[src/inc/hps_defs.vh]
// Constants for the haptic playback sequencer: register offsets, field
// positions, reset values, mode codes and timing figures.
// Assumes the including file uses these names as plain text macros.
`ifndef HPS_DEFS_VH
`define HPS_DEFS_VH
// Register byte offsets on the AXI4-Lite bus.
`define HPS_A_CTRL 8'h00
`define HPS_A_STAT 8'h04
`define HPS_A_OFS 8'h08
`define HPS_A_SEQA 8'h0c
`define HPS_A_SEQB 8'h10
`define HPS_A_LOOP 8'h14
`define HPS_A_RTP 8'h18
// Control register fields.
`define HPS_GO 0
`define HPS_MODE 2:1
`define HPS_LIB 3
`define HPS_PBI 4
`define HPS_OLOOP 5
`define HPS_TRIGEN 6
// Loop register fields, real-time register fields.
`define HPS_MAIN 18:16
`define HPS_RTPV 7:0
`define HPS_NG 9:8
`define HPS_OLP 22:16
// Process modes.
`define HPS_M_SEQ 2'h0
`define HPS_M_RTP 2'h1
`define HPS_M_DIAG 2'h2
`define HPS_M_CAL 2'h3
// Reset values.
`define HPS_R_CTRL 32'h00000000
`define HPS_R_OFS 32'h00000000
`define HPS_R_SEQ 32'h00000000
`define HPS_R_LOOP 32'h00000000
`define HPS_R_RTP 32'h00000000
// Noise gate magnitude levels for codes 1 to 3; code 0 disables the gate.
`define HPS_NG1 8'h04
`define HPS_NG2 8'h08
`define HPS_NG3 8'h10
// Timing figures.
`define HPS_CLK_NS 4
`define HPS_T_MS_NS 1000000
// Cycles in one millisecond at the 4 ns clock, sized to fit the 18-bit counter.
`define HPS_MS_CYC 18'h3d090
`define HPS_T_TICK_MS 5
`define HPS_T_FINE_MS 1
`define HPS_T_WAIT_MS 10
`endif

[src/hdl/hps_playback_seq.v]
// Playback front end of a haptic driver: register file, waveform sequencer,
// real-time amplitude path, noise gate and supply reporting.
// Assumes a library ROM with one cycle of read latency on aclk and a drive
// core that runs calibration and diagnostics and reports their end.
//
// Overview of operation
// (RQ1) Library select bit picks the resonant or rotating-mass effect library.
// (RQ2) Time offsets touch library effects only, never real-time amplitudes.
// (RQ3) Four signed 8-bit offsets, default zero, are added to segment times.
// (RQ4) Most positive segment is overdrive, most negative segment is brake.
// (RQ5) Offsets apply to pairs and ramps; ramps interpolate over the new time.
// (RQ6) A library tick is 5 ms, or 1 ms with the interval bit set.
// (RQ7) Eight sequence slots hold waveform numbers or wait steps.
// (RQ8) Sequence starts at slot one, stops at a zero entry or after eight.
// (RQ9) Waveform numbers 1 to 127 index the library; zero ends the list.
// (RQ10) A slot with its top bit set waits its low seven bits times 10 ms.
// (RQ11) Each entry repeats by its own loop count before the next slot.
// (RQ12) Whole list replays main-loop count extra times, then standby.
// (RQ13) Real-time mode sends the 8-bit amplitude register to the drive.
// (RQ14) Real-time play lasts until a stop or a change of mode.
// (RQ15) Resonant drive tracks resonance unless open loop uses set period.
// (RQ16) Every process waits for a trigger from the launch bit or the pin.
// (RQ17) A process ends on its own completion or on a stop trigger.
// (RQ18) Drive levels below the noise gate threshold are suppressed.
// (RQ19) Supply voltage is captured each drive cycle into an 8-bit field.
// (RQ20) Shutdown pin low returns every register to its default.
// (RQ21) Writing zero to the launch bit stops the running process.
// (RQ22) A finished process returns to standby on its own.
// (RQ23) Wait steps drive zero, then move on when the time has run out.
//
// Added by the designer: the register addresses and the AXI4-Lite slave port.
`timescale 1ns/1ps
`include "hps_defs.vh"
module hps_playback_seq #(
	parameter [17:0] MS_CYC = `HPS_MS_CYC
) (
	// Clock and reset.
	input wire aclk,
	input wire aresetn,
	// AXI4-Lite write channels.
	input wire [7:0] awaddr,
	input wire awvalid,
	output wire awready,
	input wire [31:0] wdata,
	input wire [3:0] wstrb,
	input wire wvalid,
	output wire wready,
	output wire [1:0] bresp,
	output wire bvalid,
	input wire bready,
	// AXI4-Lite read channels.
	input wire [7:0] araddr,
	input wire arvalid,
	output wire arready,
	output wire [31:0] rdata,
	output wire [1:0] rresp,
	output wire rvalid,
	input wire rready,
	// Device pins.
	input wire shutdown_pin_n,
	input wire trigger_interrupt_pin,
	// Effect library ROM.
	output wire [11:0] lib_addr,
	input wire [17:0] lib_data,
	// Drive core.
	output wire [7:0] drive_amp,
	output wire drive_en,
	output wire drive_from_lib,
	output wire drive_library_select_bit,
	output wire drive_open_loop,
	output wire [6:0] drive_ol_period,
	output wire [1:0] proc_mode,
	output wire proc_start,
	output wire proc_abort,
	input wire proc_done,
	input wire [7:0] vdd_sample,
	input wire vdd_strobe
);
	localparam S_IDLE = 4'h0;
	localparam S_ENTRY = 4'h1;
	localparam S_SCAN = 4'h2;
	localparam S_LOAD = 4'h3;
	localparam S_SEG = 4'h4;
	localparam S_WAIT = 4'h5;
	localparam S_RTP = 4'h6;
	localparam S_EXT = 4'h7;
	localparam S_NEXT = 4'h8;
	localparam [17:0] MS_LAST = MS_CYC - 18'h1;

	reg trig_s1_ff, trig_s2_ff, trig_d_ff, sd_s1_ff, sd_s2_ff;
	reg [7:0] aw_a_ff, ar_a_ff;
	reg aw_h_ff, w_h_ff, bvalid_ff, rvalid_ff, bad_w_ff;
	reg [1:0] rresp_ff;
	reg [31:0] w_d_ff, rdata_ff;
	reg [3:0] w_s_ff;
	reg [31:0] ctrl_ff, ofs_ff, seqa_ff, seqb_ff, loop_ff, rtp_ff;
	reg [7:0] vbat_ff;
	reg [3:0] st_ff;
	reg start_p_ff, pstart_ff, pabort_ff;
	reg [2:0] slot_ff, main_ff, div5_ff;
	reg [1:0] rep_ff;
	reg [6:0] id_ff;
	reg [3:0] seg_ff;
	reg ph_ff, ramp_ff, last_ff;
	reg signed [7:0] max_ff, min_ff, amp_ff, prev_ff, out_ff;
	reg [9:0] dur_ff, el_ff;
	reg [10:0] wait_ff;
	reg [17:0] ms_cnt_ff;
	reg ms_p_ff;
	reg [7:0] drv_ff;
	reg [31:0] rd_v;
	reg rd_ok;
	reg signed [7:0] raw_v, ofs_v;
	reg [7:0] mag_v, thr_v;

	// Shutdown low acts like a register reset once it has been synchronised.
	wire rst = ~aresetn | ~sd_s2_ff; // [RQ20]
	wire busy = (st_ff != S_IDLE);
	wire wr_fire = aw_h_ff & w_h_ff & ~bvalid_ff;
	wire ar_fire = arvalid & ~rvalid_ff;
	wire [31:0] seqs_lo = seqa_ff;
	wire [63:0] seqs = {seqb_ff, seqs_lo};
	wire [7:0] slot_v = seqs[{slot_ff, 3'h0} +: 8];
	wire [2:0] slot_n = slot_ff + 3'h1;
	wire [7:0] slot_nv = seqs[{slot_n, 3'h0} +: 8];
	wire [1:0] loop_n = loop_ff[{slot_n, 1'b0} +: 2];
	wire [1:0] mode = ctrl_ff[`HPS_MODE];
	wire signed [7:0] lib_amp = lib_data[7:0];
	wire [7:0] lib_tk = lib_data[15:8];
	wire pin_edge = trig_s2_ff & ~trig_d_ff & ctrl_ff[`HPS_TRIGEN];
	wire go_wr = wr_fire & (aw_a_ff == `HPS_A_CTRL) & w_s_ff[0];
	wire start_req = ~busy & ((go_wr & w_d_ff[`HPS_GO]) | pin_edge); // [RQ16]
	wire stop_req = busy & ((go_wr & ~w_d_ff[`HPS_GO]) | pin_edge); // [RQ21]
	wire tick = ms_p_ff & (ctrl_ff[`HPS_PBI] | (div5_ff == 3'h4)); // [RQ6]
	wire signed [9:0] dsum = $signed({2'b00, lib_tk}) + {{2{ofs_v[7]}}, ofs_v};
	wire dur_ok = ~dsum[9] & (dsum != 10'h000);
	wire signed [8:0] dlt = {amp_ff[7], amp_ff} - {prev_ff[7], prev_ff};
	wire signed [19:0] prod = dlt * $signed({1'b0, el_ff});
	wire signed [19:0] quo = prod / $signed({10'h000, dur_ff});
	wire signed [7:0] interp = prev_ff + quo[7:0]; // [RQ5]

	// Byte-lane merge for writes with partial strobes.
	function [31:0] merge;
		input [31:0] old;
		input [31:0] d;
		input [3:0] s;
		integer i;
		begin
			merge = old;
			for (i = 0; i < 4; i = i + 1)
				if (s[i])
					merge[8*i +: 8] = d[8*i +: 8];
		end
	endfunction

	// Pin synchronisers; the edge detector reads only the second stage.
	always @(posedge aclk)
	begin
		if (!aresetn)
		begin
			trig_s1_ff <= 1'b0;
			trig_s2_ff <= 1'b0;
			trig_d_ff <= 1'b0;
			sd_s1_ff <= 1'b0;
			sd_s2_ff <= 1'b0;
		end
		else
		begin
			trig_s1_ff <= trigger_interrupt_pin;
			trig_s2_ff <= trig_s1_ff;
			trig_d_ff <= trig_s2_ff;
			sd_s1_ff <= shutdown_pin_n;
			sd_s2_ff <= sd_s1_ff;
		end
	end

	// Write channels are held independently so either may arrive first.
	always @(posedge aclk)
	begin
		if (rst)
		begin
			aw_h_ff <= 1'b0;
			w_h_ff <= 1'b0;
			bvalid_ff <= 1'b0;
			bad_w_ff <= 1'b0;
			aw_a_ff <= 8'h00;
			w_d_ff <= 32'h00000000;
			w_s_ff <= 4'h0;
		end
		else
		begin
			if (awvalid && awready)
			begin
				aw_h_ff <= 1'b1;
				aw_a_ff <= awaddr;
			end
			if (wvalid && wready)
			begin
				w_h_ff <= 1'b1;
				w_d_ff <= wdata;
				w_s_ff <= wstrb;
			end
			if (wr_fire)
			begin
				aw_h_ff <= 1'b0;
				w_h_ff <= 1'b0;
				bvalid_ff <= 1'b1;
				bad_w_ff <= (aw_a_ff > `HPS_A_RTP) | (aw_a_ff[1:0] != 2'h0);
			end
			else if (bready)
				bvalid_ff <= 1'b0;
		end
	end

	assign awready = ~aw_h_ff & ~bvalid_ff;
	assign wready = ~w_h_ff & ~bvalid_ff;
	assign bvalid = bvalid_ff;
	assign bresp = bad_w_ff ? 2'h2 : 2'h0;

	// Read decode; the launch bit reads back as the busy state.
	always @*
	begin
		rd_ok = 1'b1;
		case (araddr)
			`HPS_A_CTRL: rd_v = {ctrl_ff[31:1], busy};
			`HPS_A_STAT: rd_v = {16'h0000, vbat_ff, 3'h0, busy, st_ff}; // [RQ19]
			`HPS_A_OFS: rd_v = ofs_ff;
			`HPS_A_SEQA: rd_v = seqa_ff;
			`HPS_A_SEQB: rd_v = seqb_ff;
			`HPS_A_LOOP: rd_v = loop_ff;
			`HPS_A_RTP: rd_v = rtp_ff;
			default:
			begin
				rd_v = 32'h00000000;
				rd_ok = 1'b0;
			end
		endcase
	end

	// Read channel: one cycle from address to data.
	always @(posedge aclk)
	begin
		if (rst)
		begin
			rvalid_ff <= 1'b0;
			rdata_ff <= 32'h00000000;
			rresp_ff <= 2'h0;
		end
		else if (ar_fire)
		begin
			rvalid_ff <= 1'b1;
			rdata_ff <= rd_v;
			rresp_ff <= rd_ok ? 2'h0 : 2'h2;
		end
		else if (rready)
			rvalid_ff <= 1'b0;
	end

	assign arready = ~rvalid_ff;
	assign rvalid = rvalid_ff;
	assign rdata = rdata_ff;
	assign rresp = rresp_ff;

	// Register file; shutdown restores every default.
	always @(posedge aclk)
	begin
		if (rst)
		begin
			ctrl_ff <= `HPS_R_CTRL; // [RQ20]
			ofs_ff <= `HPS_R_OFS; // [RQ3]
			seqa_ff <= `HPS_R_SEQ;
			seqb_ff <= `HPS_R_SEQ;
			loop_ff <= `HPS_R_LOOP;
			rtp_ff <= `HPS_R_RTP;
			vbat_ff <= 8'h00;
		end
		else
		begin
			if (wr_fire)
				case (aw_a_ff)
					`HPS_A_CTRL: ctrl_ff <= merge(ctrl_ff, w_d_ff, w_s_ff) & 32'h0000007e;
					`HPS_A_OFS: ofs_ff <= merge(ofs_ff, w_d_ff, w_s_ff);
					`HPS_A_SEQA: seqa_ff <= merge(seqa_ff, w_d_ff, w_s_ff); // [RQ7]
					`HPS_A_SEQB: seqb_ff <= merge(seqb_ff, w_d_ff, w_s_ff);
					`HPS_A_LOOP: loop_ff <= merge(loop_ff, w_d_ff, w_s_ff) & 32'h0007ffff;
					`HPS_A_RTP: rtp_ff <= merge(rtp_ff, w_d_ff, w_s_ff) & 32'h007f03ff;
					default: ctrl_ff <= ctrl_ff;
				endcase
			// Only samples taken while the drive runs are kept.
			if (vdd_strobe && drive_en)
				vbat_ff <= vdd_sample; // [RQ19]
		end
	end

	// Segment role picks the offset: overdrive, brake or sustain.
	always @*
	begin
		if (lib_amp == max_ff && lib_amp > 8'sh00)
			ofs_v = ofs_ff[7:0]; // [RQ4]
		else if (lib_amp == min_ff && lib_amp < 8'sh00)
			ofs_v = ofs_ff[31:24]; // [RQ4]
		else if (lib_amp > 8'sh00)
			ofs_v = ofs_ff[15:8];
		else if (lib_amp < 8'sh00)
			ofs_v = ofs_ff[23:16];
		else
			ofs_v = 8'sh00;
	end

	// Millisecond base; it restarts at each launch so ticks line up.
	always @(posedge aclk)
	begin
		if (rst || start_p_ff || !busy)
		begin
			ms_cnt_ff <= 18'h00000;
			ms_p_ff <= 1'b0;
			div5_ff <= 3'h0;
		end
		else
		begin
			ms_p_ff <= (ms_cnt_ff == MS_LAST);
			ms_cnt_ff <= (ms_cnt_ff == MS_LAST) ? 18'h00000 : ms_cnt_ff + 18'h00001;
			if (ms_p_ff)
				div5_ff <= (div5_ff == 3'h4) ? 3'h0 : div5_ff + 3'h1; // [RQ6]
		end
	end

	// Main process state machine.
	always @(posedge aclk)
	begin
		if (rst)
		begin
			st_ff <= S_IDLE;
			start_p_ff <= 1'b0;
			pstart_ff <= 1'b0;
			pabort_ff <= 1'b0;
			slot_ff <= 3'h0;
			rep_ff <= 2'h0;
			main_ff <= 3'h0;
			id_ff <= 7'h00;
			seg_ff <= 4'h0;
			ph_ff <= 1'b0;
			ramp_ff <= 1'b0;
			last_ff <= 1'b0;
			max_ff <= 8'sh00;
			min_ff <= 8'sh00;
			amp_ff <= 8'sh00;
			prev_ff <= 8'sh00;
			dur_ff <= 10'h001;
			el_ff <= 10'h000;
			wait_ff <= 11'h000;
		end
		else
		begin
			// The launch takes effect a cycle later so a mode written with it applies.
			start_p_ff <= start_req;
			pstart_ff <= 1'b0;
			pabort_ff <= 1'b0;
			if (stop_req)
			begin
				st_ff <= S_IDLE; // [RQ17]
				pabort_ff <= (st_ff == S_EXT);
			end
			else
				case (st_ff)
					S_IDLE:
						if (start_p_ff)
						begin
							slot_ff <= 3'h0; // [RQ8]
							rep_ff <= loop_ff[1:0];
							main_ff <= loop_ff[`HPS_MAIN];
							if (mode == `HPS_M_SEQ)
								st_ff <= S_ENTRY;
							else if (mode == `HPS_M_RTP)
								st_ff <= S_RTP;
							else
							begin
								st_ff <= S_EXT; // [RQ16]
								pstart_ff <= 1'b1;
							end
						end
					S_ENTRY:
						if (slot_v == 8'h00)
							st_ff <= S_IDLE; // [RQ9]
						else if (slot_v[7])
						begin
							wait_ff <= {4'h0, slot_v[6:0]} * 11'h00a; // [RQ10]
							st_ff <= (slot_v[6:0] == 7'h00) ? S_NEXT : S_WAIT;
						end
						else
						begin
							id_ff <= slot_v[6:0]; // [RQ9]
							seg_ff <= 4'h0;
							ph_ff <= 1'b0;
							max_ff <= 8'sh00;
							min_ff <= 8'sh00;
							prev_ff <= 8'sh00;
							st_ff <= S_SCAN;
						end
					// First pass finds the peaks that mark overdrive and brake.
					S_SCAN:
						if (!ph_ff)
							ph_ff <= 1'b1;
						else
						begin
							ph_ff <= 1'b0;
							if (lib_amp > max_ff)
								max_ff <= lib_amp; // [RQ4]
							if (lib_amp < min_ff)
								min_ff <= lib_amp;
							seg_ff <= lib_data[17] ? 4'h0 : seg_ff + 4'h1;
							if (lib_data[17])
								st_ff <= S_LOAD;
						end
					S_LOAD:
						if (!ph_ff)
							ph_ff <= 1'b1;
						else
						begin
							ph_ff <= 1'b0;
							amp_ff <= lib_amp;
							ramp_ff <= lib_data[16];
							last_ff <= lib_data[17];
							el_ff <= 10'h000;
							dur_ff <= dsum; // [RQ3]
							if (dur_ok)
								st_ff <= S_SEG;
							else if (lib_data[17])
								st_ff <= S_NEXT;
							else
							begin
								prev_ff <= lib_amp;
								seg_ff <= seg_ff + 4'h1;
							end
						end
					S_SEG:
						if (tick)
						begin
							el_ff <= el_ff + 10'h001;
							if (el_ff + 10'h001 == dur_ff)
							begin
								prev_ff <= amp_ff;
								seg_ff <= seg_ff + 4'h1;
								st_ff <= last_ff ? S_NEXT : S_LOAD;
							end
						end
					S_WAIT:
						if (ms_p_ff)
						begin
							wait_ff <= wait_ff - 11'h001;
							if (wait_ff == 11'h001)
								st_ff <= S_NEXT; // [RQ23]
						end
					S_NEXT:
						if (rep_ff != 2'h0)
						begin
							rep_ff <= rep_ff - 2'h1; // [RQ11]
							st_ff <= S_ENTRY;
						end
						else if (slot_ff == 3'h7 || slot_nv == 8'h00)
						begin
							if (main_ff != 3'h0)
							begin
								main_ff <= main_ff - 3'h1; // [RQ12]
								slot_ff <= 3'h0;
								rep_ff <= loop_ff[1:0];
								st_ff <= S_ENTRY;
							end
							else
								st_ff <= S_IDLE; // [RQ22]
						end
						else
						begin
							slot_ff <= slot_n; // [RQ8]
							rep_ff <= loop_n;
							st_ff <= S_ENTRY;
						end
					S_RTP:
						if (mode != `HPS_M_RTP)
							st_ff <= S_IDLE; // [RQ14]
					S_EXT:
						if (proc_done)
							st_ff <= S_IDLE; // [RQ22]
					default: st_ff <= S_IDLE;
				endcase
		end
	end

	// Drive level before the gate; ramps follow the stretched time, waits are silent.
	always @*
	begin
		case (st_ff)
			S_SEG: raw_v = ramp_ff ? interp : amp_ff; // [RQ5]
			S_LOAD: raw_v = prev_ff;
			S_RTP: raw_v = rtp_ff[`HPS_RTPV]; // [RQ13]
			default: raw_v = 8'sh00; // [RQ23]
		endcase
		mag_v = raw_v[7] ? (8'h00 - raw_v) : raw_v;
		case (rtp_ff[`HPS_NG])
			2'h1: thr_v = `HPS_NG1;
			2'h2: thr_v = `HPS_NG2;
			2'h3: thr_v = `HPS_NG3;
			default: thr_v = 8'h00;
		endcase
	end

	// Registered drive amplitude after the noise gate.
	always @(posedge aclk)
	begin
		if (rst)
			drv_ff <= 8'h00;
		else
			drv_ff <= (mag_v < thr_v) ? 8'h00 : raw_v; // [RQ18]
	end

	assign lib_addr = {ctrl_ff[`HPS_LIB], id_ff, seg_ff}; // [RQ1]
	assign drive_amp = drv_ff;
	assign drive_en = (st_ff != S_IDLE) && (st_ff != S_EXT);
	assign drive_from_lib = drive_en && (st_ff != S_RTP); // [RQ2]
	assign drive_library_select_bit = ctrl_ff[`HPS_LIB];
	assign drive_open_loop = ctrl_ff[`HPS_OLOOP]; // [RQ15]
	assign drive_ol_period = rtp_ff[`HPS_OLP]; // [RQ15]
	assign proc_mode = mode;
	assign proc_start = pstart_ff;
	assign proc_abort = pabort_ff;
endmodule

[config.mk]
export PLATFORM = sky130hd
export DESIGN_NAME = hps_playback_seq
export DESIGN_NICKNAME = d
export VERILOG_FILES = /design/src/hdl/hps_playback_seq.v
export VERILOG_INCLUDE_DIRS = /design/src /design/src/inc
export SDC_FILE = /design/constraint.sdc
export NUM_CORES = 2
export LEC_CHECK = 0
export BUFFER_PORTS_ARGS = -buffer_cell sky130_fd_sc_hd__buf_4
export CAP_MARGIN = 20
export CORE_UTILIZATION = 63
export DETAILED_ROUTE_END_ITERATION = 16
export PLACE_DENSITY = 0.82
export SYNTH_ARGS = -nofsm -noshare
export SYNTH_HDL_FRONTEND = slang
export SYNTH_SLANG_ARGS = --single-unit
export TNS_END_PERCENT = 50
[constraint.sdc]
create_clock -name aclk -period 65.9 [get_ports aclk]
set_clock_uncertainty 0.1 [all_clocks]
set_input_delay 9.885 -clock aclk [delete_from_list [all_inputs] [get_ports aclk]]
set_output_delay 9.885 -clock aclk [all_outputs]
set_load 0.02 [all_outputs]
* Word-level counts from Yosys, hierarchy flattened
Cells that the tools add are included.
** Operators by class
- Add/sub/neg operators :: 12
- Multipliers :: 2
- Divide/modulo/power cells :: 1
- Order comparisons :: 6
- Equal/unequal tests :: 56
- Shift operators :: 3
- Mux-type cells :: 90
- Bitwise logic cells :: 35
- Reductions and logical operators :: 72
** Operators with widths (count)
- $pmux W32 S7 :: 1
- $mux W8 :: 17
- $shiftx A64 B7 Y8 :: 2
- $mux W4 :: 27
- $reduce_and A3 Y1 :: 20
- $eq A8 B5 Y1 const B :: 6
- $pmux W8 S3 :: 2
- $ne A2 B2 Y1 const B :: 20
- $pmux W4 S9 :: 1
- $mux W11 :: 3
- $eq A8 B4 Y1 const B :: 4
- $logic_not A8 Y1 :: 4
- $pmux W8 S2 :: 2
- $shiftx A32 B5 Y2 :: 1
- $mux W3 :: 10
- $pmux W11 S2 :: 1
- $div A20 B11 Y20 :: 1
- $mul A9 B11 Y20 :: 1
- $mux W10 :: 2
- $pmux W10 S2 :: 1
- $add A18 B1 Y18 const B :: 1
- $eq A18 B18 Y1 const B :: 1
- $reduce_and A6 Y1 :: 3
- $reduce_bool A2 Y1 :: 9
- 58 further kinds :: 137
** Storage, ports and cells
- Register bits :: 356
- Bits in latches :: 0
- RAM bits :: 0
- ROM bits :: 0
- Memories kept :: 0

* Logic depth before layout (Yosys ltp)
- Depth in word-level cells :: 11
- Depth in mapped cells :: 289
- Gate-level depth less buffers :: 273

* Worst setup path before layout
Ideal clock, no wire load.
- Path kind :: reg-to-reg
- Start point :: reg prev_ff[1]
- End point :: reg drv_ff[2], in the netlist drive_amp[2]
- Data arrival time :: 53072 ps
- Slack :: 12587 ps
- Cell stages (with the launch flop) :: 281
- Clock period less this slack :: 53313 ps
- Cells stage by stage :: dfxtp_1 -> inv_1 -> ha_1 -> nor2b_1 -> o21ai_0 -> nand2b_1 -> a21o_1 -> a21o_1 -> a21o_1 -> a21oi_1 -> xnor2_1 -> nand2_1 -> fa_1 -> fa_1 -> inv_1 -> fa_1 -> fa_1 -> inv_1 -> [... 245 more ...] -> a21oi_1 -> o21bai_1 -> a21oi_1 -> o21bai_1 -> a21oi_1 -> xnor2_1 -> xnor2_1 -> nor2_1 -> and3_1 -> or3_4 -> nand2_1 -> xnor2_1 -> ha_1 -> a21o_1 -> nor3_1 -> o31ai_2 -> o41ai_4 -> o22ai_1
** On the way
- Longest elaborated chain between the ends :: 10
** Ends and longest elaborated chain
- from (decl) :: RTL line hps_playback_seq.v:105 : reg signed [7:0] max_ff, min_ff, amp_ff, prev_ff, out_ff;
- from (signal assigned) :: RTL line hps_playback_seq.v:432 : prev_ff <= lib_amp;
- from (signal assigned) :: RTL line hps_playback_seq.v:442 : prev_ff <= amp_ff;
- $sub A8 B8 Y9 :: RTL line hps_playback_seq.v:137 : wire signed [8:0] dlt = {amp_ff[7], amp_ff} - {prev_ff[7], prev_ff};
- $mul A9 B11 Y20 :: RTL line hps_playback_seq.v:138 : wire signed [19:0] prod = dlt * $signed({1'b0, el_ff});
- $div A20 B11 Y20 :: RTL line hps_playback_seq.v:139 : wire signed [19:0] quo = prod / $signed({10'h000, dur_ff});
- $add A8 B8 Y8 :: RTL line hps_playback_seq.v:140 : wire signed [7:0] interp = prev_ff + quo[7:0];
- $mux W8 :: RTL line hps_playback_seq.v:493 : S_SEG: raw_v = ramp_ff ? interp : amp_ff;
- $pmux W8 S3 * :: RTL line hps_playback_seq.v:492 : case (st_ff)
- $sub A1 B8 Y8 :: RTL line hps_playback_seq.v:498 : mag_v = raw_v[7] ? (8'h00 - raw_v) : raw_v;
- $mux W8 :: RTL line hps_playback_seq.v:498
- $lt A8 B8 Y1 :: RTL line hps_playback_seq.v:513 : drv_ff <= (mag_v < thr_v) ? 8'h00 : raw_v;
- $reduce_or A2 Y1 (no source line)
- to (signal assigned) :: RTL line hps_playback_seq.v:513
- to (decl) :: RTL line hps_playback_seq.v:110 : reg [7:0] drv_ff;
Mark *: on every way between the ends. The rest lies on a longest branch, timed or not.
A chain may end at the register's enable or synchronous reset.

* Worst setup path after layout
- Start point :: reg prev_ff[1]
- End point :: reg drv_ff[3], in the netlist drive_amp[3]
The elaborated chain is that of the path after synthesis.

==> parameters.txt <==
Parameter                              Value

Status
  Status    finished with violations
  Violations in the final reports    DRC

Finish
  Fillers    3720
  Layout cells sized above 1    0.0980
  Final net count    4268
  Area of combinational cells with multiple inputs    0.0216 mm^2
  Fin cells    4475
  Utilization of the core after routing    0.702
  Count of inserted antenna diode cells    0
  Syn-to-layout area delta    9.44%
  Register cell area after layout    0.00711 mm^2

GRT
  Largest net degree at the start of global routing    ~240
  Antenna violations before repair    1
  Via count of the first global-routing pass    26600
  Remaining Overflow, GRT    0
  Global-route wire length before repair    141000 um
  Global Route Usage Sum    0.362

Critical path
  Element type at the critical path end    flip-flop
  CP Max Fanout    23
  Number of cells on the critical path    259
  Slowest cell on the critical path    sky130_fd_sc_hd__and4bb_1
  Most prevalent standard cell on the critical path    sky130_fd_sc_hd__o21a_1
  CP top delay family    compound AO/OA/AOI/OAI gates
  Reg2Reg Depth    259
  Origin of the critical flop-to-flop path    prev_ff[1]$_SDFFE_PP0P_
  Endpoint arrival time on the critical path    60.03 ns
  Largest stage delay on the critical path    0.85 ns
  Endpoint required time on the critical path    roughly 66 ns
  Launch point of the critical path    prev_ff[1]$_SDFFE_PP0P_
  Category of the worst setup path launch point    flip-flop
  Total buffers and inverters traversed by the critical path    9
  Class of the most critical setup path    flip-flop to flip-flop

Logic synthesis
  Most numerous cell types in the synthesized netlist    sky130_fd_sc_hd__nor2_1, sky130_fd_sc_hd__nand2_1, sky130_fd_sc_hd__dfxtp_1, sky130_fd_sc_hd__a21oi_1, sky130_fd_sc_hd__ha_1
  Mean Syn Cell Area    slightly below 8 um^2
  Register bit count reported by yosys    about 360
  Most area-hungry cell type in the Yosys netlist    sky130_fd_sc_hd__dfxtp_1
  Sequential share of the synthesized area    0.237
  Mapped Area    0.0300 mm^2
  EDFF count, synth    0
  Proportion of register bits with asynchronous set or reset after synthesis    0
  Largest cells by area after synthesis    sky130_fd_sc_hd__dfxtp_1, sky130_fd_sc_hd__ha_1, sky130_fd_sc_hd__nor2_1
  Most repeated cell in the gate-level netlist after synthesis    sky130_fd_sc_hd__nor2_1
  Number of distinct library cells after synthesis    110
  Synthesized instance count    3776
  Top-area cell type share of the netlist area    0.237
  Yosys warnings    0
  Most used DFF post-synth    sky130_fd_sc_hd__dfxtp_1

Clock tree
  Clock sink count    ~360
  Number of hold buffers added after CTS    0
  CTS Root Buffer Type    sky130_fd_sc_hd__clkbuf_16
  Number of clock buffers inserted by TritonCTS    37
  H-tree Lvls    2
  Skew-Pair Late Insertion Delay    0.57 ns
  Post-CTS setup-driven buffer insertion count    0
  Worst-path clk slew    0.06 ns
  Maximum buffer depth of the clock tree    3
  Number of instances resized during post-cts repair    0
  CTS tree    done

Detailed routing
  Post-route DRC violation count    3
  Starting DRT DRC Count    about 3400
  Final routed wirelength across all metal layers    just under 90000 um
  Number of vias in the routed layout    28900
  Wire length per cell after detailed routing    20.0 um
  Number of vias per cell after detailed routing    6.47
  Residual antenna-violating net count after detailed routing    0
  Iteration count of the initial detailed-routing pass    13

Timing
  Setup_tns    0 ns
  Post-route minimum period    59.71 ns
  Final clock period utilization by the worst path    0.906
  Transition at the pin with the smallest max-transition slack    ~1.1 ns
  Unrepaired setup endpoints after global routing    no
  Worst slew margin relative to its limit    0.246
  Final Hold Fails    0
  Max-slew violation count    0
  Maximum achievable frequency    about 17 MHz
  Setup-failing EPs final    0

Placement
  Placed instance count    4407
  Weighted congestion reported at the end of routability-driven placement    0.988
  Count of buffers from port buffering    162
  Placed wire-length estimate    around 67000 um

Die
  Initial cell density of the core    0.642
  Core Area    0.0468 mm^2
  Die extent in y    approximately 220 um
  Num rows    ~80
  Die width    220 um
  Die Outline Area    0.0485 mm^2
  Number of ports placed on the die boundary    around 170

Hold path
  Worst min path class    flip-flop to flip-flop
  Startpoint of the most critical hold path    trig_s1_ff$_SDFF_PN0_
  Depth of the worst hold-timing path    1

Run
  Max-cap violations    0
cell type report:
type / instances / area share
multi-input combinational: 3081 / 0.657
sequential: 355 / 0.217
timing repair buffer: 186 / 0.0429
clock buffer: 52 / 0.0327
tap: 607 / 0.0231
inverter: 179 / 0.0205
clock inverter: 15 / 0.00739
per-layer routing:
metal	vias up	share of wire	track usage
met4	0	0.043	0.147
li1	13600	-	-
met5	-	0	0
met3	302	0.10	0.0668
met2	1545	0.45	0.572
met1	13500	0.41	0.486
worst reg2reg max path: cells and delay by family, from the launching register on:
kind	cells	cell delay (ns)
compound gates	142	29.31
simple gates	65	15.33
fa+ha+maj	30	10.12
mux	9	2.57
xor+xnor	4	0.87
buf+inv	9	0.85
flops	1	0.48
registers in the layout (all words and copies together) (netlist names), 8 cells and up:
signal,count
vbat_ff,8
max_ff,8
ofs_ff,32
rdata,32
dur_ff,10
seqb_ff,32
loop_ff,19
rtp_ff,17
el_ff,10
w_d_ff,32
drive_amp,8
amp_ff,8
prev_ff,8
aw_a_ff,8
ms_cnt_ff,18
seqa_ff,32
wait_ff,11
min_ff,8
kinds of logic (layout without fill, tap and decap cells):
logic type	after synthesis	after routing	share of synthesized area
adders and majority gates	339	339	0.157
muxes	241	241	0.0919
AOI/OAI and AO/OA	940	940	0.207
DFF	355	355	0.237
and+or+nand+nor	1410	1410	0.219
buffers and inverters	341	432	0.0451
other	1	2	0.000125
xor gates and xnor gates	149	149	0.0435
per-stage QoR:
stage          hold WS, ns  area (um^2)  setup slack [ns]
3_3_place_gp         0.313        31500              8.81
4_1_cts              0.333        32800              7.01
5_1_grt              0.348        32800              1.44
2_1_floorplan        0.312        30000             12.59
3_5_place_dp         0.319        31500              7.21
6_report             0.332        32800              6.19
cells in the final DEF (no fill, tap or decap), types with 9 or more instances in the layout:
master                        n
sky130_fd_sc_hd__nor2_1     465
sky130_fd_sc_hd__nand2_1    397
sky130_fd_sc_hd__dfxtp_1    355
sky130_fd_sc_hd__a21oi_1    291
sky130_fd_sc_hd__ha_1       278
sky130_fd_sc_hd__buf_4      184
sky130_fd_sc_hd__inv_1      179
sky130_fd_sc_hd__mux2i_1    175
sky130_fd_sc_hd__o21ai_0    140
sky130_fd_sc_hd__nor3_1     127
sky130_fd_sc_hd__xnor2_1     97
sky130_fd_sc_hd__o21a_1      82
sky130_fd_sc_hd__a22oi_1     78
sky130_fd_sc_hd__nand3_1     72
sky130_fd_sc_hd__and2_1      67
sky130_fd_sc_hd__fa_1        61
sky130_fd_sc_hd__a21o_1      58
sky130_fd_sc_hd__xor2_1      52
sky130_fd_sc_hd__nand2b_1    50
sky130_fd_sc_hd__nor2b_1     45
sky130_fd_sc_hd__o31ai_1     45
sky130_fd_sc_hd__mux2_2      38
sky130_fd_sc_hd__clkbuf_16   38
sky130_fd_sc_hd__a211oi_1    37
sky130_fd_sc_hd__a31oi_1     37
sky130_fd_sc_hd__or3_1       26
sky130_fd_sc_hd__and3_1      26
sky130_fd_sc_hd__nor4_1      25
sky130_fd_sc_hd__mux4_2      20
sky130_fd_sc_hd__or2_2       19
sky130_fd_sc_hd__o211ai_1    19
sky130_fd_sc_hd__nand4_1     18
sky130_fd_sc_hd__a222oi_1    13
sky130_fd_sc_hd__o21bai_1    12
sky130_fd_sc_hd__nand3b_1    12
sky130_fd_sc_hd__a221oi_1    11
sky130_fd_sc_hd__o22ai_1     10
sky130_fd_sc_hd__o21ai_1      9
sky130_fd_sc_hd__or4_1        9
final timing paths:
check	endpoint	slack, ns
setup reg to reg	drive_amp[3]$_SDFF_PP0_	6.19
hold reg to reg	trig_s2_ff$_SDFF_PN0_	0.33
hold / removal	trig_s2_ff$_SDFF_PN0_	0.33
setup / recovery	drive_amp[3]$_SDFF_PP0_	6.19
Power is left out: the tool's default activity adds up to more than one toggle a clock period on the data nets, which glitch-free logic cannot reach.
